**config.mk**
```make
export PLATFORM = sky130hd
export DESIGN_NAME = four_master_bus_arbiter
export DESIGN_NICKNAME = d
export VERILOG_FILES = /design/src/hw/arbiter_pkg.sv /design/src/hw/four_master_bus_arbiter.sv
export VERILOG_INCLUDE_DIRS = /design/src /design/src/hw
export SDC_FILE = /design/constraint.sdc
export NUM_CORES = 1
export LEC_CHECK = 0
export ABC_CLOCK_PERIOD_IN_PS = 6700
export BUFFER_PORTS_ARGS = -buffer_cell sky130_fd_sc_hd__buf_2
export CAP_MARGIN = 10
export CORE_ASPECT_RATIO = 0.8
export CORE_MARGIN = 4
export CORE_UTILIZATION = 25
export CTS_BUF_LIST = sky130_fd_sc_hd__clkbuf_4 sky130_fd_sc_hd__clkbuf_8
export CTS_CLUSTER_SIZE = 14
export DETAILED_ROUTE_END_ITERATION = 7
export GPL_ROUTABILITY_DRIVEN = 0
export SLEW_MARGIN = 20
export SYNTH_ARGS = -nofsm -noshare
export SYNTH_HDL_FRONTEND = slang
export SYNTH_SLANG_ARGS = --single-unit
```
**constraint.sdc**
```tcl
create_clock -name mclk -period 6.7 [get_ports mclk]
set_clock_uncertainty 0.2 [all_clocks]
set_input_delay 1.675 -clock mclk [delete_from_list [all_inputs] [get_ports mclk]]
set_output_delay 1.675 -clock mclk [all_outputs]
set_load 0.01 [all_outputs]
```
**src/hw/arbiter_cfg.svh**
```systemverilog
// Register offsets, field positions, reset values and counts of the arbiter
`ifndef ARBITER_CFG_SVH
`define ARBITER_CFG_SVH

// ----------------------------------------------------------------------
// Register map
// ----------------------------------------------------------------------
`define ARB_PARK_CONTROL_OFFSET 8'h00
`define ARB_PARK_CONTROL_RESET  32'h00E10000
// Bits that software may change; all others read as zero
`define ARB_PARK_CONTROL_WMASK  32'h03FF7F00

// ----------------------------------------------------------------------
// Field positions
// ----------------------------------------------------------------------
`define ARB_DMA_BOOST_BIT       25
`define ARB_DMA_WIDE_BIT        24
`define ARB_M3_PRIO_LSB         22
`define ARB_M2_PRIO_LSB         20
`define ARB_M0_PRIO_LSB         18
`define ARB_M1_PRIO_LSB         16
`define ARB_FIXED_BIT           14
`define ARB_LOCKOUT_EN_BIT      13
`define ARB_PARK_TOP_BIT        12
`define ARB_LOCKOUT_EXP_LSB     8

// ----------------------------------------------------------------------
// Counts
// ----------------------------------------------------------------------
`define ARB_LOCK_CNT_W          17
`define ARB_DMA_BOOST_SCORE     3'h4

`endif

```
**src/hw/arbiter_pkg.sv**
```systemverilog
// Types shared by the bus arbiter
package arbiter_pkg;

    // ------------------------------------------------------------------
    // Arbitration algorithm
    // ------------------------------------------------------------------
    typedef enum logic [0:0] {
        ARB_ROUND_ROBIN = 1'b0,
        ARB_FIXED       = 1'b1
    } arb_mode_t;

    // ------------------------------------------------------------------
    // Control register layout
    // ------------------------------------------------------------------
    typedef struct packed {
        logic [5:0] rsvd_hi;
        logic       dma_priority_boost_enable;
        logic       dma_wide_byte_count_select;
        logic [1:0] master3_priority;
        logic [1:0] master2_priority;
        logic [1:0] master0_priority;
        logic [1:0] master1_priority;
        logic       rsvd_mid;
        arb_mode_t  fixed_mode;
        logic       lockout_enable;
        logic       park_on_top_priority;
        logic [3:0] lockout_exponent;
        logic [7:0] rsvd_lo;
    } park_ctrl_t;

    // ------------------------------------------------------------------
    // AXI4-Lite response codes
    // ------------------------------------------------------------------
    typedef enum logic [1:0] {
        RESP_OKAY   = 2'b00,
        RESP_DECERR = 2'b11
    } axi_resp_t;

endpackage

```
**src/hw/four_master_bus_arbiter.sv**
```systemverilog
// Four-port pipelined bus arbiter with AXI4-Lite control register
`timescale 1ns/1ns
`include "arbiter_cfg.svh"

// What this block does
// - Pointed master gets bus immediately; others wait
// - Granted master excluded; rest pick next pointer
// - Fixed mode: highest programmed priority requester wins
// - Fixed mode: owner holds bus while it keeps requesting
// - Round robin: priority offset by current master
// - Round robin arbitration after reset
// - Finished master drops lowest, others rotate
// - Idle pointer parks on top or last
// - Lock-out fields ignored in round robin
// - Per-master counters count denied request cycles
// - Counter at limit forces temporary round robin
// - Lock-out limit is two to exponent
// - Bit 14 selects fixed or round robin
// - Two-bit priority field per master
// - Initial order: 3, 2, 1, 0
// - Duplicate priorities fall back to initial order
// - Bit 25 enables DMA priority elevation
// - Bit 24 drives DMA byte count width
// - Exactly four masters, numbered 0 to 3
module four_master_bus_arbiter #(
    parameter int ADDR_W  = 8,
    parameter int MASTERS = 4
) (
    // Clock and reset
    input  wire logic                 mclk,
    input  wire logic                 nrst,
    // AXI4-Lite write address and data
    input  wire logic [ADDR_W-1:0]    s_axi_awaddr,
    input  wire logic                 s_axi_awvalid,
    output logic                      s_axi_awready,
    input  wire logic [31:0]          s_axi_wdata,
    input  wire logic [3:0]           s_axi_wstrb,
    input  wire logic                 s_axi_wvalid,
    output logic                      s_axi_wready,
    // AXI4-Lite write response
    output logic [1:0]                s_axi_bresp,
    output logic                      s_axi_bvalid,
    input  wire logic                 s_axi_bready,
    // AXI4-Lite read
    input  wire logic [ADDR_W-1:0]    s_axi_araddr,
    input  wire logic                 s_axi_arvalid,
    output logic                      s_axi_arready,
    output logic [31:0]               s_axi_rdata,
    output logic [1:0]                s_axi_rresp,
    output logic                      s_axi_rvalid,
    input  wire logic                 s_axi_rready,
    // Masters
    input  wire logic [MASTERS-1:0]   master_req,
    input  wire logic                 addr_phase_avail,
    input  wire logic                 xfer_done,
    input  wire logic                 dma_bw_request,
    output logic [MASTERS-1:0]        master_grant,
    output logic [1:0]                arb_pointer,
    output logic [1:0]                bus_owner,
    // DMA configuration
    output logic                      dma_wide_byte_count_select
);

    // ------------------------------------------------------------------
    // Elaboration checks
    // ------------------------------------------------------------------
    if (MASTERS != 4)
    begin : g_bad_masters
        $error("arbiter serves exactly four master ports");
    end
    if (ADDR_W < 3)
    begin : g_bad_addr
        $error("address must reach at least one word");
    end

    // ------------------------------------------------------------------
    // Declarations
    // ------------------------------------------------------------------
    arbiter_pkg::park_ctrl_t      ctrl_reg;
    logic [1:0]                   ptr_reg;
    logic [1:0]                   owner_reg;
    logic [1:0]                   offset_reg;
    logic [`ARB_LOCK_CNT_W-1:0]   lock_cnt_reg [MASTERS];
    logic [`ARB_LOCK_CNT_W-1:0]   lock_limit;
    logic [ADDR_W-1:0]            awaddr_reg;
    logic [31:0]                  wdata_reg;
    logic [3:0]                   wstrb_reg;
    logic                         aw_have_reg;
    logic                         w_have_reg;
    logic [1:0]                   prio [MASTERS];
    logic [1:0]                   prog [MASTERS];
    logic [2:0]                   score [MASTERS];
    logic                         dup;
    logic                         lock_any;
    logic                         rr_active;
    logic                         hold_owner;
    logic [MASTERS-1:0]           cand;
    logic [1:0]                   win_idx;
    logic [1:0]                   top_idx;
    logic [1:0]                   cur_idx;
    logic [1:0]                   ptr_next;
    logic [31:0]                  wr_merge;
    logic                         wr_fire;

    // ------------------------------------------------------------------
    // Priority resolution
    // ------------------------------------------------------------------
    always_comb
    begin
        prog[0] = ctrl_reg.master0_priority;
        prog[1] = ctrl_reg.master1_priority;
        prog[2] = ctrl_reg.master2_priority;
        prog[3] = ctrl_reg.master3_priority;
        dup = 1'b0;
        for (int i = 0; i < MASTERS; i++)
            for (int j = i + 1; j < MASTERS; j++)
                if (prog[i] == prog[j])
                    dup = 1'b1;
        // Initial order gives each master its own index
        for (int i = 0; i < MASTERS; i++)
            prio[i] = dup ? 2'(i) : prog[i];
    end

    // Any counter at its limit forces round robin until all clear
    assign lock_limit = `ARB_LOCK_CNT_W'(1) << ctrl_reg.lockout_exponent;
    always_comb
    begin
        lock_any = 1'b0;
        for (int i = 0; i < MASTERS; i++)
            if (lock_cnt_reg[i] >= lock_limit)
                lock_any = 1'b1;
    end

    assign rr_active = (ctrl_reg.fixed_mode == arbiter_pkg::ARB_ROUND_ROBIN)
                       || lock_any;

    always_comb
    begin
        for (int i = 0; i < MASTERS; i++)
            if (rr_active)
                score[i] = {1'b0, 2'(prio[i] + offset_reg)};
            else
                score[i] = {1'b0, prio[i]};
        if (ctrl_reg.dma_priority_boost_enable && dma_bw_request)
            score[2] = `ARB_DMA_BOOST_SCORE;
    end

    // ------------------------------------------------------------------
    // Grant and next pointer
    // ------------------------------------------------------------------
    always_comb
    begin
        master_grant = '0;
        if (addr_phase_avail && master_req[ptr_reg])
            master_grant[ptr_reg] = 1'b1;
    end

    // Master granted now, else the last one; owner_reg lags a grant by
    // one cycle, so holding or parking on it alone would bounce the bus
    assign cur_idx    = |master_grant ? ptr_reg : owner_reg;
    assign cand       = master_req & ~master_grant;
    assign hold_owner = !rr_active && master_req[cur_idx];

    always_comb
    begin
        win_idx = 2'h0;
        top_idx = 2'h0;
        for (int i = 1; i < MASTERS; i++)
        begin
            if (cand[i] && (!cand[win_idx] || score[i] > score[win_idx]))
                win_idx = 2'(i);
            if (score[i] > score[top_idx])
                top_idx = 2'(i);
        end
    end

    always_comb
        if (hold_owner)
            ptr_next = cur_idx;
        else if (|cand)
            ptr_next = win_idx;
        else if (ctrl_reg.park_on_top_priority)
            ptr_next = top_idx;
        else
            ptr_next = cur_idx;

    always_ff @(posedge mclk or negedge nrst)
        if (!nrst)
            ptr_reg <= 2'h0;
        else
            ptr_reg <= ptr_next;

    // Last granted master, also the park target when idle unless parking on top
    always_ff @(posedge mclk or negedge nrst)
        if (!nrst)
            owner_reg <= 2'h0;
        else
            for (int i = 0; i < MASTERS; i++)
                if (master_grant[i])
                    owner_reg <= 2'(i);

    // Finished master falls to lowest, the others rotate in their cyclic order behind it
    always_ff @(posedge mclk or negedge nrst)
        if (!nrst)
            offset_reg <= 2'h0;
        else if (rr_active && xfer_done)
            offset_reg <= 2'(2'h0 - prio[owner_reg]);

    // ------------------------------------------------------------------
    // Lock-out counters
    // ------------------------------------------------------------------
    always_ff @(posedge mclk or negedge nrst)
        if (!nrst)
            for (int i = 0; i < MASTERS; i++)
                lock_cnt_reg[i] <= '0;
        else
            for (int i = 0; i < MASTERS; i++)
                if (ctrl_reg.fixed_mode == arbiter_pkg::ARB_ROUND_ROBIN
                    || !ctrl_reg.lockout_enable || !master_req[i]
                    || master_grant[i])
                    lock_cnt_reg[i] <= '0;
                else if (lock_cnt_reg[i] < lock_limit)
                    lock_cnt_reg[i] <= lock_cnt_reg[i] + 1'b1;

    // ------------------------------------------------------------------
    // AXI4-Lite write path
    // ------------------------------------------------------------------
    assign s_axi_awready = !aw_have_reg && !s_axi_bvalid;
    assign s_axi_wready  = !w_have_reg && !s_axi_bvalid;
    assign wr_fire       = aw_have_reg && w_have_reg && !s_axi_bvalid;

    always_ff @(posedge mclk or negedge nrst)
    begin
        if (!nrst)
        begin
            aw_have_reg <= 1'b0;
            w_have_reg  <= 1'b0;
            awaddr_reg  <= '0;
            wdata_reg   <= 32'h00000000;
            wstrb_reg   <= 4'h0;
        end
        else
        begin
            if (s_axi_awvalid && s_axi_awready)
            begin
                aw_have_reg <= 1'b1;
                awaddr_reg  <= s_axi_awaddr;
            end
            else if (wr_fire)
            begin
                aw_have_reg <= 1'b0;
            end
            if (s_axi_wvalid && s_axi_wready)
            begin
                w_have_reg <= 1'b1;
                wdata_reg  <= s_axi_wdata;
                wstrb_reg  <= s_axi_wstrb;
            end
            else if (wr_fire)
            begin
                w_have_reg <= 1'b0;
            end
        end
    end

    always_comb
        for (int b = 0; b < 4; b++)
            wr_merge[b*8 +: 8] = wstrb_reg[b] ? wdata_reg[b*8 +: 8]
                                              : ctrl_reg[b*8 +: 8];

    always_ff @(posedge mclk or negedge nrst)
        if (!nrst)
            ctrl_reg <= `ARB_PARK_CONTROL_RESET;
        else if (wr_fire && awaddr_reg[ADDR_W-1:2]
                 == (ADDR_W-2)'(`ARB_PARK_CONTROL_OFFSET >> 2))
            ctrl_reg <= wr_merge & `ARB_PARK_CONTROL_WMASK;

    always_ff @(posedge mclk or negedge nrst)
    begin
        if (!nrst)
        begin
            s_axi_bvalid <= 1'b0;
            s_axi_bresp  <= arbiter_pkg::RESP_OKAY;
        end
        else if (wr_fire)
        begin
            s_axi_bvalid <= 1'b1;
            if (awaddr_reg[ADDR_W-1:2]
                == (ADDR_W-2)'(`ARB_PARK_CONTROL_OFFSET >> 2))
            begin
                s_axi_bresp <= arbiter_pkg::RESP_OKAY;
            end
            else
            begin
                s_axi_bresp <= arbiter_pkg::RESP_DECERR;
            end
        end
        else if (s_axi_bready)
        begin
            s_axi_bvalid <= 1'b0;
        end
    end

    // ------------------------------------------------------------------
    // AXI4-Lite read path
    // ------------------------------------------------------------------
    assign s_axi_arready = !s_axi_rvalid;

    always_ff @(posedge mclk or negedge nrst)
    begin
        if (!nrst)
        begin
            s_axi_rvalid <= 1'b0;
            s_axi_rdata  <= 32'h00000000;
            s_axi_rresp  <= arbiter_pkg::RESP_OKAY;
        end
        else if (s_axi_arvalid && s_axi_arready)
        begin
            s_axi_rvalid <= 1'b1;
            if (s_axi_araddr[ADDR_W-1:2]
                == (ADDR_W-2)'(`ARB_PARK_CONTROL_OFFSET >> 2))
            begin
                s_axi_rdata <= ctrl_reg;
                s_axi_rresp <= arbiter_pkg::RESP_OKAY;
            end
            else
            begin
                s_axi_rdata <= 32'h00000000;
                s_axi_rresp <= arbiter_pkg::RESP_DECERR;
            end
        end
        else if (s_axi_rready)
        begin
            s_axi_rvalid <= 1'b0;
        end
    end

    // ------------------------------------------------------------------
    // Outputs
    // ------------------------------------------------------------------
    assign arb_pointer = ptr_reg;
    assign bus_owner   = owner_reg;
    assign dma_wide_byte_count_select =
        ctrl_reg.dma_wide_byte_count_select;

    // ------------------------------------------------------------------
    // Checks
    // ------------------------------------------------------------------
    chk_grant_pointer: assert property (@(posedge mclk) disable iff (!nrst)
        master_grant != '0 |-> master_grant[ptr_reg] && master_req[ptr_reg]
        && addr_phase_avail)
        else $error("grant not at pointed requesting master");

    chk_grant_onehot: assert property (@(posedge mclk) disable iff (!nrst)
        $onehot0(master_grant))
        else $error("more than one master granted");

    chk_park_top: assert property (@(posedge mclk) disable iff (!nrst)
        master_req == '0 && !hold_owner && ctrl_reg.park_on_top_priority
        |=> ptr_reg == $past(top_idx))
        else $error("idle pointer not parked on top master");

    chk_park_last: assert property (@(posedge mclk) disable iff (!nrst)
        master_req == '0 && !ctrl_reg.park_on_top_priority
        |=> ptr_reg == $past(owner_reg))
        else $error("idle pointer not parked on last master");

    chk_fixed_hold: assert property (@(posedge mclk) disable iff (!nrst)
        !rr_active && master_req[owner_reg] ##1 master_req[owner_reg]
        && !rr_active |-> ptr_reg == owner_reg)
        else $error("fixed mode owner lost the bus early");

    chk_lock_limit: assert property (@(posedge mclk) disable iff (!nrst)
        ctrl_reg.fixed_mode == arbiter_pkg::ARB_ROUND_ROBIN
        |=> !lock_any)
        else $error("lock-out active in round robin mode");

    chk_rr_rotate: assert property (@(posedge mclk) disable iff (!nrst)
        rr_active && xfer_done |=> 2'(prio[$past(owner_reg)] + offset_reg)
        == 2'h0)
        else $error("finished master not moved to lowest priority");

    chk_dup_default: assert property (@(posedge mclk) disable iff (!nrst)
        dup |-> prio[3] == 2'h3 && prio[0] == 2'h0)
        else $error("duplicate priorities not replaced by defaults");

    chk_lock_enter: assert property (@(posedge mclk) disable iff (!nrst)
        lock_cnt_reg[0] == lock_limit - 1'b1 && master_req[0]
        && !master_grant[0] && !rr_active && ctrl_reg.lockout_enable
        ##1 $stable(ctrl_reg) |-> rr_active)
        else $error("counter at limit did not force round robin");

endmodule // four_master_bus_arbiter

```
Word-level counts from Yosys, hierarchy flattened
Cells that the tools add are included.
{"block": "totals", "romBits": 0, "ff_bits": 169, "in_bits": 66, "out_inout_bits": 50, "n_memories": 0, "latch_bits": 0, "ram_bits": 0, "wordCells": 209}
{"block": "op_classes", "n_reduce_logical": 58, "mul": 0, "n_bitwise": 8, "add_sub_neg": 9, "n_lt_le_gt_ge": 23, "mux": 77, "n_eq_ne": 6, "div_mod_pow": 0, "n_shift": 1}
{"cell": "two-way mux 17 bit", "count": 8}
{"cell": "adder 17 x 1 -> 17 bit, second input constant", "count": 4}
{"cell": "greater-or-equal comparator 17 bit", "count": 4}
{"cell": "< comparator 17 bit", "count": 4}
{"cell": "two-way mux 2 bit", "count": 24}
{"cell": "two-way mux 3 bit", "count": 9}
{"cell": "two-way mux 26 bit", "count": 1}
{"cell": "binary-select mux 3 bit (select 2 bit)", "count": 4}
{"cell": "two-way mux 1 bit", "count": 24}
{"cell": "left shift 1 x 4 -> 17 bit, first input constant", "count": 1}
{"cell": "logical AND 1 bit", "count": 16}
{"cell": "nonzero test 2 bit", "count": 8}
{"cell": "greater-or-equal comparator 3 bit, second input constant", "count": 5}
{"cell": "> comparator 3 bit", "count": 5}
{"cell": "NOT 2 -> 3 bit", "count": 5}
{"cell": "logical NOT 1 bit", "count": 13}
{"cell": "logical OR 1 bit", "count": 13}
{"cell": "== test 2 bit", "count": 6}
{"cell": "logical NOT 6 bit", "count": 2}
{"cell": "< comparator 2 x 3 -> 1 bit, second input constant", "count": 4}
{"cell": "adder 2 bit", "count": 4}
{"cell": "binary-select mux 1 bit (select 2 bit)", "count": 4}
{"cell": "OR reduction 4 bit", "count": 2}
{"cell": "AND reduction 2 bit", "count": 3}
{"cell": "other kinds (9)", "count": 9}

Logic depth before layout (Yosys ltp)
Gate-level depths: netlist (run 1).
{"block": "logic_depth", "word_depth": 32, "ltp_mapped": 38, "ltp_nobuf": 37}

Worst setup path before layout (run 1)
OpenSTA, ideal clock, no wires.
{"block": "synth_path", "path_type": "reg-to-reg", "start": "register ctrl_reg[9] in the netlist's numbering", "end": "register ptr_reg[0], in the netlist arb_pointer[0]", "setup_time_ps": 121, "t_required_ps": 6379, "path_buffers": 1, "path_slack_ps": -528, "period_less_slack_ps": 7228, "path_stages_with_launch": 39, "t_arrival_ps": 6906, "path_cell_list": "dfrtp_1 > clkbuf_1 > nor2b_1 > nand2_1 > ha_1 > a211oi_2 > nor2_1 > a2111o_1 > a211o_4 > nor3_4 > nand2_4 > mux2_4 > clkinv_4 > ha_1 > nor2_1 > nand3_1 > nor4_1 > nor4_1 > (+3 left out) > a21oi_2 > mux2i_1 > ha_1 > nor2b_1 > o21ai_0 > nand2_1 > o21ba_2 > nor2_1 > nand2_1 > o22ai_1 > nor4bb_1 > ha_1 > nor2b_1 > o21ai_0 > a21oi_1 > o21ai_0 > nand4_1 > o22a_1"}
{"block": "synth_between", "elab_chain_len": 30, "elab_cells_between_ends": 59, "cone_classes": "9 x order compare; 1 x shift; 34 x mux; 4 x bitwise; 11 x reduce/logical"}
{"item": "start: declaration", "line_no": "four_master_bus_arbiter.sv:79", "rtl": "arbiter_pkg::park_ctrl_t ctrl_reg;"}
{"item": "start signal: assignment", "line_no": "four_master_bus_arbiter.sv:273", "rtl": "ctrl_reg <= `ARB_PARK_CONTROL_RESET;"}
{"item": "start signal: assignment", "line_no": "four_master_bus_arbiter.sv:276", "rtl": "ctrl_reg <= wr_merge & `ARB_PARK_CONTROL_WMASK;"}
{"item": "left shift 1 x 4 -> 17 bit (no source line) *"}
{"item": "greater-or-equal comparator 17 bit", "line_no": "four_master_bus_arbiter.sv:130", "rtl": "if (lock_cnt_reg[i] >= lock_limit)"}
{"item": "two-way mux 1 bit (3 in a row)", "line_no": "four_master_bus_arbiter.sv:130"}
{"item": "two-way mux 1 bit *", "line_no": "four_master_bus_arbiter.sv:130"}
{"item": "logical OR 1 bit *", "line_no": "four_master_bus_arbiter.sv:135", "rtl": "|| lock_any;"}
{"item": "two-way mux 2 bit", "line_no": "four_master_bus_arbiter.sv:140", "rtl": "if (rr_active)"}
{"item": "> comparator 3 bit", "line_no": "four_master_bus_arbiter.sv:170, four_master_bus_arbiter.sv:172"}
{"item": "logical OR 1 bit", "line_no": "four_master_bus_arbiter.sv:170", "rtl": "if (cand[i] && (!cand[win_idx] || score[i] > score[win_idx]))"}
{"item": "(+12 left out)"}
{"item": "two-way mux 3 bit (not written as such) (2 in a row)", "line_no": "four_master_bus_arbiter.sv:170"}
{"item": "> comparator 3 bit", "line_no": "four_master_bus_arbiter.sv:170"}
{"item": "logical OR 1 bit", "line_no": "four_master_bus_arbiter.sv:170"}
{"item": "logical AND 1 bit", "line_no": "four_master_bus_arbiter.sv:170"}
{"item": "two-way mux 2 bit", "line_no": "four_master_bus_arbiter.sv:170"}
{"item": "two-way mux 2 bit", "line_no": "four_master_bus_arbiter.sv:180", "rtl": "else if (|cand)"}
{"item": "two-way mux 2 bit *", "line_no": "four_master_bus_arbiter.sv:178", "rtl": "if (hold_owner)"}
{"item": "via ptr_next[0]", "line_no": "four_master_bus_arbiter.sv:101", "rtl": "logic [1:0] ptr_next;"}
{"item": "end signal: assignment", "line_no": "four_master_bus_arbiter.sv:191", "rtl": "ptr_reg <= ptr_next;"}
{"item": "end: declaration", "line_no": "four_master_bus_arbiter.sv:80", "rtl": "logic [1:0] ptr_reg;"}
The timed path passes the listed nets; every way through them passes the cells marked *. The select of a mux whose other input is x is not followed.
A chain may end at the register's enable or synchronous reset.

Worst setup path in the final report (run 1)
{"block": "layout_path", "start": "register ctrl_reg[10] in the netlist's numbering", "end": "register ptr_reg[0], in the netlist arb_pointer[0]"}
The elaborated chain is that of the path after synthesis.

==> flow_summary.yaml, run 1 <==
outcome:
  outcome: "complete, but fails checks"
  violations: "setup timing"
sta:
  finalSetupViolations: 2
  worst_slew_pin_slew_ps: 902
  fmax_ghz: 0.139
  finalCriticalPeriod_ps: 7180
  hold_violations: 0
  grt_setup_unrepaired: "true"
  drv_slew: 0
  setup_slack_ps: -484
  relSlewSlack_pct: 39.2
  finalCritPeriodShare_pct: 107
worst_setup_path:
  critical_path_depth: 37
  r2r_setup_slack_ps: -480
  cp_slowest_stage_delay_ps: 470
  crit_top_cell: "nor2b_4"
  rr_endpoint: "arb_pointer[0]"
  end_kind: "register"
  cp_top_family: "compound AO/OA/AOI/OAI gates"
  critPathLaunch: "ctrl_reg[10]"
  critPathBufInv: 1
  critical_path_class: "register to register"
  cpMaxStageDelayCell: "dfrtp_2"
  worstRegToRegCells: 37
  required_ps: 6850
  critical_path_arrival_ps: 7340
  worst-path-max-fanout: 6
  critPathLaunchType: "register"
  r2r-start: "ctrl_reg[10]"
layout:
  final_area_um2: 11200
  diodes: 0
  nNetsFinal: 1196
  largest_reg_flops: 68
  final_common_cell: "dfrtp_1"
  layout_common_cells: "132 x dfrtp_1, 81 x nor2_1, 81 x buf_4"
  area_delta_synth_final_pct: 26.5
  fillCellCount: 3570
  drive_gt1_share_pct: 32.9
yosys:
  synth_cell_types: 75
  syn-cell-area_um2: 8860
  async_flop_share_pct: 100
  synth_cells: 897
  ys_seq_elements: 140
  synth_flop_cell: "dfrtp_1"
  synth_enable_flop_cells: 0
  yosysSeqAreaShare_pct: 39.6
  yosysWarnings: 0
  avgSynthCellArea_um2: 9.88
cts:
  htreeDepth: 4
  numCtsBuffers: 17
  numClockSinks: 140
  clock_path_buffers: 2
  cts-root-buf: "clkbuf_8"
  cts.clk_slew.worst_paths_ps: 90
  cts_tree: "yes"
  clkLatencyLatePin_ps: 470
routing:
  antenna_left: 0
  drc: 0
  drtIter0Drc: 331
  vias: 7090
  drtPass1Iterations: 4
  viasPerCell: 4.62
  wire_per_inst_um: 15.2
  routed_wirelength_mm: 23.4
power:
  p_int_mw: 2.54
  clkPwrFrac_pct: 15.9
  p_switching_mw: 1.73
  power.total_mw: 4.27
  power.static_leakage_nw: 5.10
  p_sw_share_pct: 40.5
  pwr-share-comb_pct: 56.0
  p_per_area_nw_per_um2: 380
  pwr-share-seq_pct: 28.0
  ir_drop_v: 0.000174
floorplanning:
  core_um2: 34900
  die_area_um2: 38500
  die_x_um: 218
  ios: 116
  die_h_um: 176
  initial_core_util_pct: 25.4
  row_count: 61
grt:
  antenna_found_initial: 0
  grt_overflow_total: 0
  grt_pass1_vias: 6931
  grt_pass1_wl_mm: 37.0
  grt_usage_pct: 12.0
  grt_max_degree: 79
placement:
  portBuffers: 80
  hpwl_mm: 17.8
  postPlaceCellArea_um2: 10300
worst_hold_path:
  hold_start: "wdata_reg[23]"
  hold_end: "ctrl_reg[23]"
  min_path_cells: 1
  min_path_type: "register to register"
job:
  max_cap_viol_count: 0
[per-stage QoR]
| stage | std cells | utilization [%] | worst slack [ps] | hold WS, ps | setup TNS (ps) |
|---|---|---|---|---|---|
| final | 1534 | 32.1 | -484 | 302 | -874 |
| after global routing | 1534 | 32.1 | -750 | 314 | -1400 |
| after CTS | 1530 | 31.3 | -410 | 306 | -788 |
| after detailed placement | 1484 | 29.6 | -591 | 287 | -1100 |
| after global placement | 1484 | 29.6 | -474 | 280 | -862 |
| after floorplan | 911 | - | 22.7 | 272 | 0 |
[layout make-up]
cell class | instances | area [um^2] | share of cell area [%]
multi-input cells | 689 | 5490 | 49.0
flip-flops and latches | 140 | 3510 | 31.3
repair buffers | 168 | 1100 | 9.83
well taps | 472 | 591 | 5.27
clock buffers | 21 | 270 | 2.41
inverters | 33 | 129 | 1.15
clock inverters | 11 | 113 | 1.00
[synthesized netlist by cell type (all sizes together), types with 6 or more instances]
cell | n | area (um^2)
mux2i | 12 | 145
mux2 | 48 | 544
o21ai | 35 | 175
nor2b | 12 | 75.1
ha | 81 | 1010
nor3 | 11 | 77.6
buf | 30 | 189
inv | 32 | 120
a21oi | 42 | 214
a21o | 8 | 60.1
nand3 | 44 | 220
xnor2 | 19 | 166
nand2 | 76 | 293
nor4 | 7 | 43.8
nand4 | 20 | 125
dfrtp | 136 | 3400
a211oi | 7 | 57.6
xor2 | 50 | 438
clkbuf | 19 | 71.3
o22ai | 6 | 37.5
or3 | 14 | 88.8
a22o | 17 | 149
and3 | 17 | 106
nor2 | 85 | 319
[worst max-delay path by stage]
| stage | to |
|---|---|
| final | arb_pointer[0] |
| after global routing | arb_pointer[0] |
| after CTS | arb_pointer[0] |
| after detailed placement | arb_pointer[0] |
| after global placement | arb_pointer[0] |
| after floorplan | arb_pointer[0] |
[what timing repair did]
action / CTS / global route
endpoints found under the setup margin: 2 / 2
hold endpoints to repair: 0 / 0
pin swaps: 28 / 41
hold buffers: 0 / 0
setup buffers: 14 / 4
resized for setup: 25 / 48
[worst reg2reg max path, delay by kind of cell (launching register included)]
family | cells | cell delay (ps)
AND/OR/NAND/NOR | 16 | 2110
flip-flops | 1 | 470
multiplexers | 2 | 560
AO/OA/AOI/OAI | 14 | 2630
adder cells (fa/ha/maj) | 4 | 1030
buffers and inverters | 1 | 60
[routing by layer]
metal,up-vias,wire [um],GRT usage (%)
li1,3477,-,-
met1,3463,12200,18.6
met2,128,9980,17.1
met3,22,904,2.41
met4,0,269,2.66
met5,-,0,0
[power groups by stage]
stage          clock network (mW)  registers (mW)  logic [mW]
2_1_floorplan                   0            1.09        1.48
3_3_place_gp                    0            1.20        2.02
3_5_place_dp                    0            1.21        2.06
4_1_cts                     0.699            1.19        2.18
5_1_grt                     0.736            1.22        2.60
6_report                    0.679            1.20        2.39
[kinds of logic after synthesis]
group | count (synthesis) | synth area share, %
AND/OR/NAND/NOR | 312 | 17.8
multiplexers | 63 | 8.54
flip-flops | 140 | 39.6
buffers and inverters | 82 | 4.39
other | 1 | 0.0423
XOR/XNOR | 69 | 6.82
adder cells (fa/ha/maj) | 81 | 11.4
AO/OA/AOI/OAI | 149 | 11.4
No activity file was read; power rests on OpenSTA's default activity.
==> inputs of run 2 (changes only) <==
--- a/config.mk
+++ b/config.mk
@@ -11,7 +11,7 @@
 export CAP_MARGIN = 10
 export CORE_ASPECT_RATIO = 0.8
 export CORE_MARGIN = 4
-export CORE_UTILIZATION = 25
+export CORE_UTILIZATION = 30
 export CTS_BUF_LIST = sky130_fd_sc_hd__clkbuf_4 sky130_fd_sc_hd__clkbuf_8
 export CTS_CLUSTER_SIZE = 14
 export DETAILED_ROUTE_END_ITERATION = 7
==> run 2 against run 1 <==
The flow still finishes with violations (setup timing). Final cell count fell by 6.1%. Global-route usage rose by 2.2 points. Sequential power barely moved. Critical path type unchanged. Largest power group unchanged.
==> flow_summary.yaml, run 2 (synthesized netlist as in run 1, its figures left out) <==
cts:
  cts_tree: "yes"
  clkLatencyLatePin_ps: 480
  htreeDepth: 4
  numClockSinks: 140
  numCtsBuffers: 17
  clock_path_buffers: 2
  cts-root-buf: "clkbuf_8"
  cts_hold_buf: 0
  cts.clk_slew.worst_paths_ps: 90
sta:
  hold_slack_ps: 298
  grt_setup_unrepaired: "true"
  fmax_ghz: 0.142
  worst_slew_pin_slew_ps: 916
  tns_ps: -640
  finalCriticalPeriod_ps: 7030
  relSlewSlack_pct: 38.9
  finalSetupViolations: 2
  drv_slew: 0
  hold_violations: 0
  finalCritPeriodShare_pct: 105
  setup_slack_ps: -330
power:
  ir_drop_v: 0.000181
  power.total_mw: 4.21
  p_per_area_nw_per_um2: 379
  power.static_leakage_nw: 5.14
outcome:
  outcome: "complete, but fails checks"
  violations: "setup timing"
worst_setup_path:
  worst-path-max-fanout: 5
  required_ps: 6880
  worstRegToRegCells: 38
  cp_slowest_stage_delay_ps: 460
  end_kind: "register"
  r2r_setup_slack_ps: -330
  critical_path_class: "register to register"
  cpMaxStageDelayCell: "dfrtp_2"
  critPathLaunchType: "register"
  crit_top_cell: "nor2b_4"
  critical_path_arrival_ps: 7200
grt:
  grt_util_met2_pct: 20.5
  grt_pass1_wl_mm: 37.3
  antenna_found_initial: 2
  grt_pass1_vias: 6872
  grt_busiest_layer: "met1"
  grt_overflow_total: 0
  gr-usage-met1_pct: 21.5
  grt_usage_pct: 14.2
  grtUsageMet3_pct: 2.85
  grt_max_degree: 95
layout:
  final_util_pct: 38.6
  drive_gt1_share_pct: 32.3
  nNetsFinal: 1203
  fillCellCount: 2768
  largest_reg_flops: 68
  layout_common_cells: "132 x dfrtp_1, 86 x buf_4, 81 x nor2_1"
  area_delta_synth_final_pct: 25.1
  final_common_cell: "dfrtp_1"
routing:
  antenna_left: 0
  routed_wirelength_mm: 23.1
  viasPerCell: 4.95
  drtIter0Drc: 446
  drtPass1Iterations: 5
  vias: 7126
  drc: 0
  wire_per_inst_um: 16.1
worst_hold_path:
  min_path_type: "register to register"
  min_path_cells: 1
floorplanning:
  initial_core_util_pct: 30.9
  ios: 116
  die_area_um2: 32400
  die_h_um: 162
  die_x_um: 200
  core_um2: 28700
  row_count: 55
job:
  max_cap_viol_count: 0
placement:
  hpwl_mm: 17.0
  portBuffers: 80
run 2: cell types whose count changed in the layout (fill, tap and decap cells not counted), sizes merged:
cell,change
buf,+7
clkbuf,-4
clkinv,+1
clkinvlp,-3
diode,+1
inv,+6
run 2: layout make-up:
class | instances | area [um^2] | area share (%)
diodes | 1 | 2.50 | 0.0226
clock buffers | 17 | 234 | 2.11
clock inverters | 15 | 153 | 1.38
inverters | 33 | 129 | 1.16
multi-input cells | 689 | 5410 | 48.8
flip-flops and latches | 140 | 3510 | 31.7
well taps | 370 | 463 | 4.18
repair buffers | 175 | 1180 | 10.6
run 2: final timing paths:
| path | start | end |
|---|---|---|
| max in group asynchronous | nrst | ctrl_reg[9] |
| min | wdata_reg[13] | ctrl_reg[13] |
| min reg2reg | wdata_reg[13] | ctrl_reg[13] |
| min in group asynchronous | nrst | offset_reg[1] |
| max reg2reg | ctrl_reg[8] | arb_pointer[1] |
| max | ctrl_reg[8] | arb_pointer[1] |
run 2: stage by stage:
| stage | std cells | area (um^2) | setup slack [ps] |
|---|---|---|---|
| 2_1_floorplan | 911 | 9090 | 22.7 |
| 3_5_place_dp | 1388 | 10300 | -504 |
| 4_1_cts | 1430 | 10900 | -282 |
| 6_report | 1440 | 11100 | -330 |
| 5_1_grt | 1440 | 11100 | -589 |
| 3_3_place_gp | 1388 | 10300 | -430 |
run 2: power breakdown:
group          total (mW)  switching (mW)  internal [mW]
clock               0.697           0.389          0.307
combinational        2.31            1.13           1.18
sequential           1.20           0.193           1.00
run 2: metal layers:
layer,part of all wire [%],wire (um)
met5,0.052,12
met3,3.4,778
met4,1.4,313
met2,44,10100
met1,52,11900
run 2: critical path: cells and delay by family (launching register included):
| family | cells | cell delay [ps] |
|---|---|---|
| adder cells (fa/ha/maj) | 4 | 1040 |
| multiplexers | 2 | 560 |
| flip-flops | 1 | 460 |
| buffers and inverters | 3 | 310 |
| AO/OA/AOI/OAI | 14 | 2600 |
| AND/OR/NAND/NOR | 15 | 1780 |
run 2: timing repair:
action                     CTS  global route
pin swaps                   18            25
setup endpoints to repair    2             2
gates resized for setup     28            31
setup buffers               10             9
==> inputs of run 3 (changes only) <==
--- a/config.mk
+++ b/config.mk
@@ -11,7 +11,7 @@
 export CAP_MARGIN = 10
 export CORE_ASPECT_RATIO = 0.8
 export CORE_MARGIN = 4
-export CORE_UTILIZATION = 30
+export CORE_UTILIZATION = 40
 export CTS_BUF_LIST = sky130_fd_sc_hd__clkbuf_4 sky130_fd_sc_hd__clkbuf_8
 export CTS_CLUSTER_SIZE = 14
 export DETAILED_ROUTE_END_ITERATION = 7
@@ -20,3 +20,4 @@
 export SYNTH_ARGS = -nofsm -noshare
 export SYNTH_HDL_FRONTEND = slang
 export SYNTH_SLANG_ARGS = --single-unit
+export TNS_END_PERCENT = 5
==> run 3 against run 2 <==
The flow still finishes with violations (setup timing). Die area is 24% lower. Critical path depth is 1 higher. Wire length is 3.1% lower. Clock power is 1% lower. Utilization is 12 points higher. Combinational power hardly changed. Via count is 0.39% lower. Design area is 0.10% lower. Critical endpoint is now arb_pointer[0].
==> flow_summary.yaml, run 3 (synthesized netlist as in run 1, its figures left out) <==
cts:
  cts-root-buf: "clkbuf_8"
  numCtsBuffers: 17
  cts_hold_buf: 0
  clock_path_buffers: 2
  cts_tree: "yes"
  cts.clk_slew.worst_paths_ps: 100
  clkLatencyLatePin_ps: 460
  htreeDepth: 4
  numClockSinks: 140
routing:
  routed_wirelength_mm: 22.4
  wire_per_inst_um: 16.4
  viasPerCell: 5.18
  vias: 7098
  antenna_left: 0
  drtPass1Iterations: 4
  drc: 0
  drtIter0Drc: 381
job:
  max_cap_viol_count: 0
worst_setup_path:
  worstRegToRegCells: 39
  critical_path_arrival_ps: 7350
  cp_slowest_stage_delay_ps: 490
  critPathLaunch: "ctrl_reg[8]"
  critPathLaunchType: "register"
  critical_path_class: "register to register"
  cpMaxStageDelayCell: "dfrtp_2"
  required_ps: 6850
  worst-path-max-fanout: 6
  end_kind: "register"
  r2r-start: "ctrl_reg[8]"
layout:
  layout_common_cells: "133 x dfrtp_1, 91 x buf_4, 81 x nor2_1"
  drive_gt1_share_pct: 32.3
  diodes: 0
  final_area_um2: 11100
  nNetsFinal: 1205
  area_delta_synth_final_pct: 25.0
  final_util_pct: 51.1
  largest_reg_flops: 68
  final_common_cell: "dfrtp_1"
sta:
  hold_violations: 0
  grt_setup_unrepaired: "true"
  drv_slew: 0
  hold_slack_ps: 305
  relSlewSlack_pct: 29.6
  finalSetupViolations: 2
  fmax_ghz: 0.139
  tns_ps: -992
  worst_slew_pin_slew_ps: 1050
  finalCritPeriodShare_pct: 107
  finalCriticalPeriod_ps: 7200
  setup_slack_ps: -502
floorplanning:
  die_h_um: 141
  die_area_um2: 24600
  die_x_um: 174
  row_count: 48
  ios: 116
  initial_core_util_pct: 40.9
  core_um2: 21700
placement:
  hpwl_mm: 16.6
  postPlaceCellArea_um2: 10200
  portBuffers: 80
grt:
  grt_max_degree: 81
  grt_pass1_wl_mm: 36.0
  grt_pass1_vias: 6803
  grt_usage_pct: 18.1
  antenna_found_initial: 0
  grt_overflow_total: 0
power:
  ir_drop_v: 0.000219
  power.static_leakage_nw: 5.19
  p_per_area_nw_per_um2: 377
  power.total_mw: 4.18
worst_hold_path:
  hold_start: "wdata_reg[22]"
  min_path_type: "register to register"
  min_path_cells: 1
outcome:
  violations: "setup timing"
  outcome: "complete, but fails checks"
[run 3: path summary, 6_finish.rpt]
check	endpoint	slack, ps
max in group asynchronous	lock_cnt_reg[11]	3990
min in group asynchronous	lock_cnt_reg[45]	1030
worst max register to register	arb_pointer[0]	-500
worst min register to register	ctrl_reg[22]	300
worst min-delay path	ctrl_reg[22]	300
worst max-delay path	arb_pointer[0]	-500
[run 3: final cells by class]
class	count	area (um^2)
Clock inverter	15	171
Timing Repair Buffer	177	1200
Sequential cell	140	3510
Inverter	33	129
Clock buffer	17	234
Fill cell	1982	10600
Multi-Input combinational cell	689	5450
Tap cell	300	375
[run 3: report_power, final]
group | internal (mW) | total [mW] | switching [mW]
Combinational | 1.16 | 2.30 | 1.14
Clock | 0.284 | 0.690 | 0.407
Sequential | 1.00 | 1.19 | 0.186
Total | 2.45 | 4.18 | 1.73
[run 3: timing repair]
action                                  in CTS  in global routing
pin swaps                                    3                 39
setup buffers                                3                 14
resized for setup                           13                 40
endpoints found under the setup margin       2                  2
[run 3: metrics by stage]
stage	setup slack (ps)	std cells
2_1_floorplan	22.7	911
3_3_place_gp	-517	1322
3_5_place_dp	-537	1322
4_1_cts	-403	1357
5_1_grt	-817	1371
6_report	-502	1371
[run 3: routing by layer]
metal  GRT usage [%]  routed length [um]  share of wire [%]
met1            27.9               11600                 52
met2            26.3                9690                 43
met3            3.32                 884                3.9
met4            4.12                 214               0.95
met5               0                   0                  0
[run 3: worst max-delay path: cells and delay by family, from the launching register on]
| family | cells | cell delay, ps |
|---|---|---|
| muxes | 2 | 530 |
| DFF | 1 | 490 |
| AOI/OAI and AO/OA | 13 | 2430 |
| buffers and inverters | 3 | 340 |
| and+or+nand+nor | 17 | 2060 |
| adders and majority gates | 4 | 1040 |
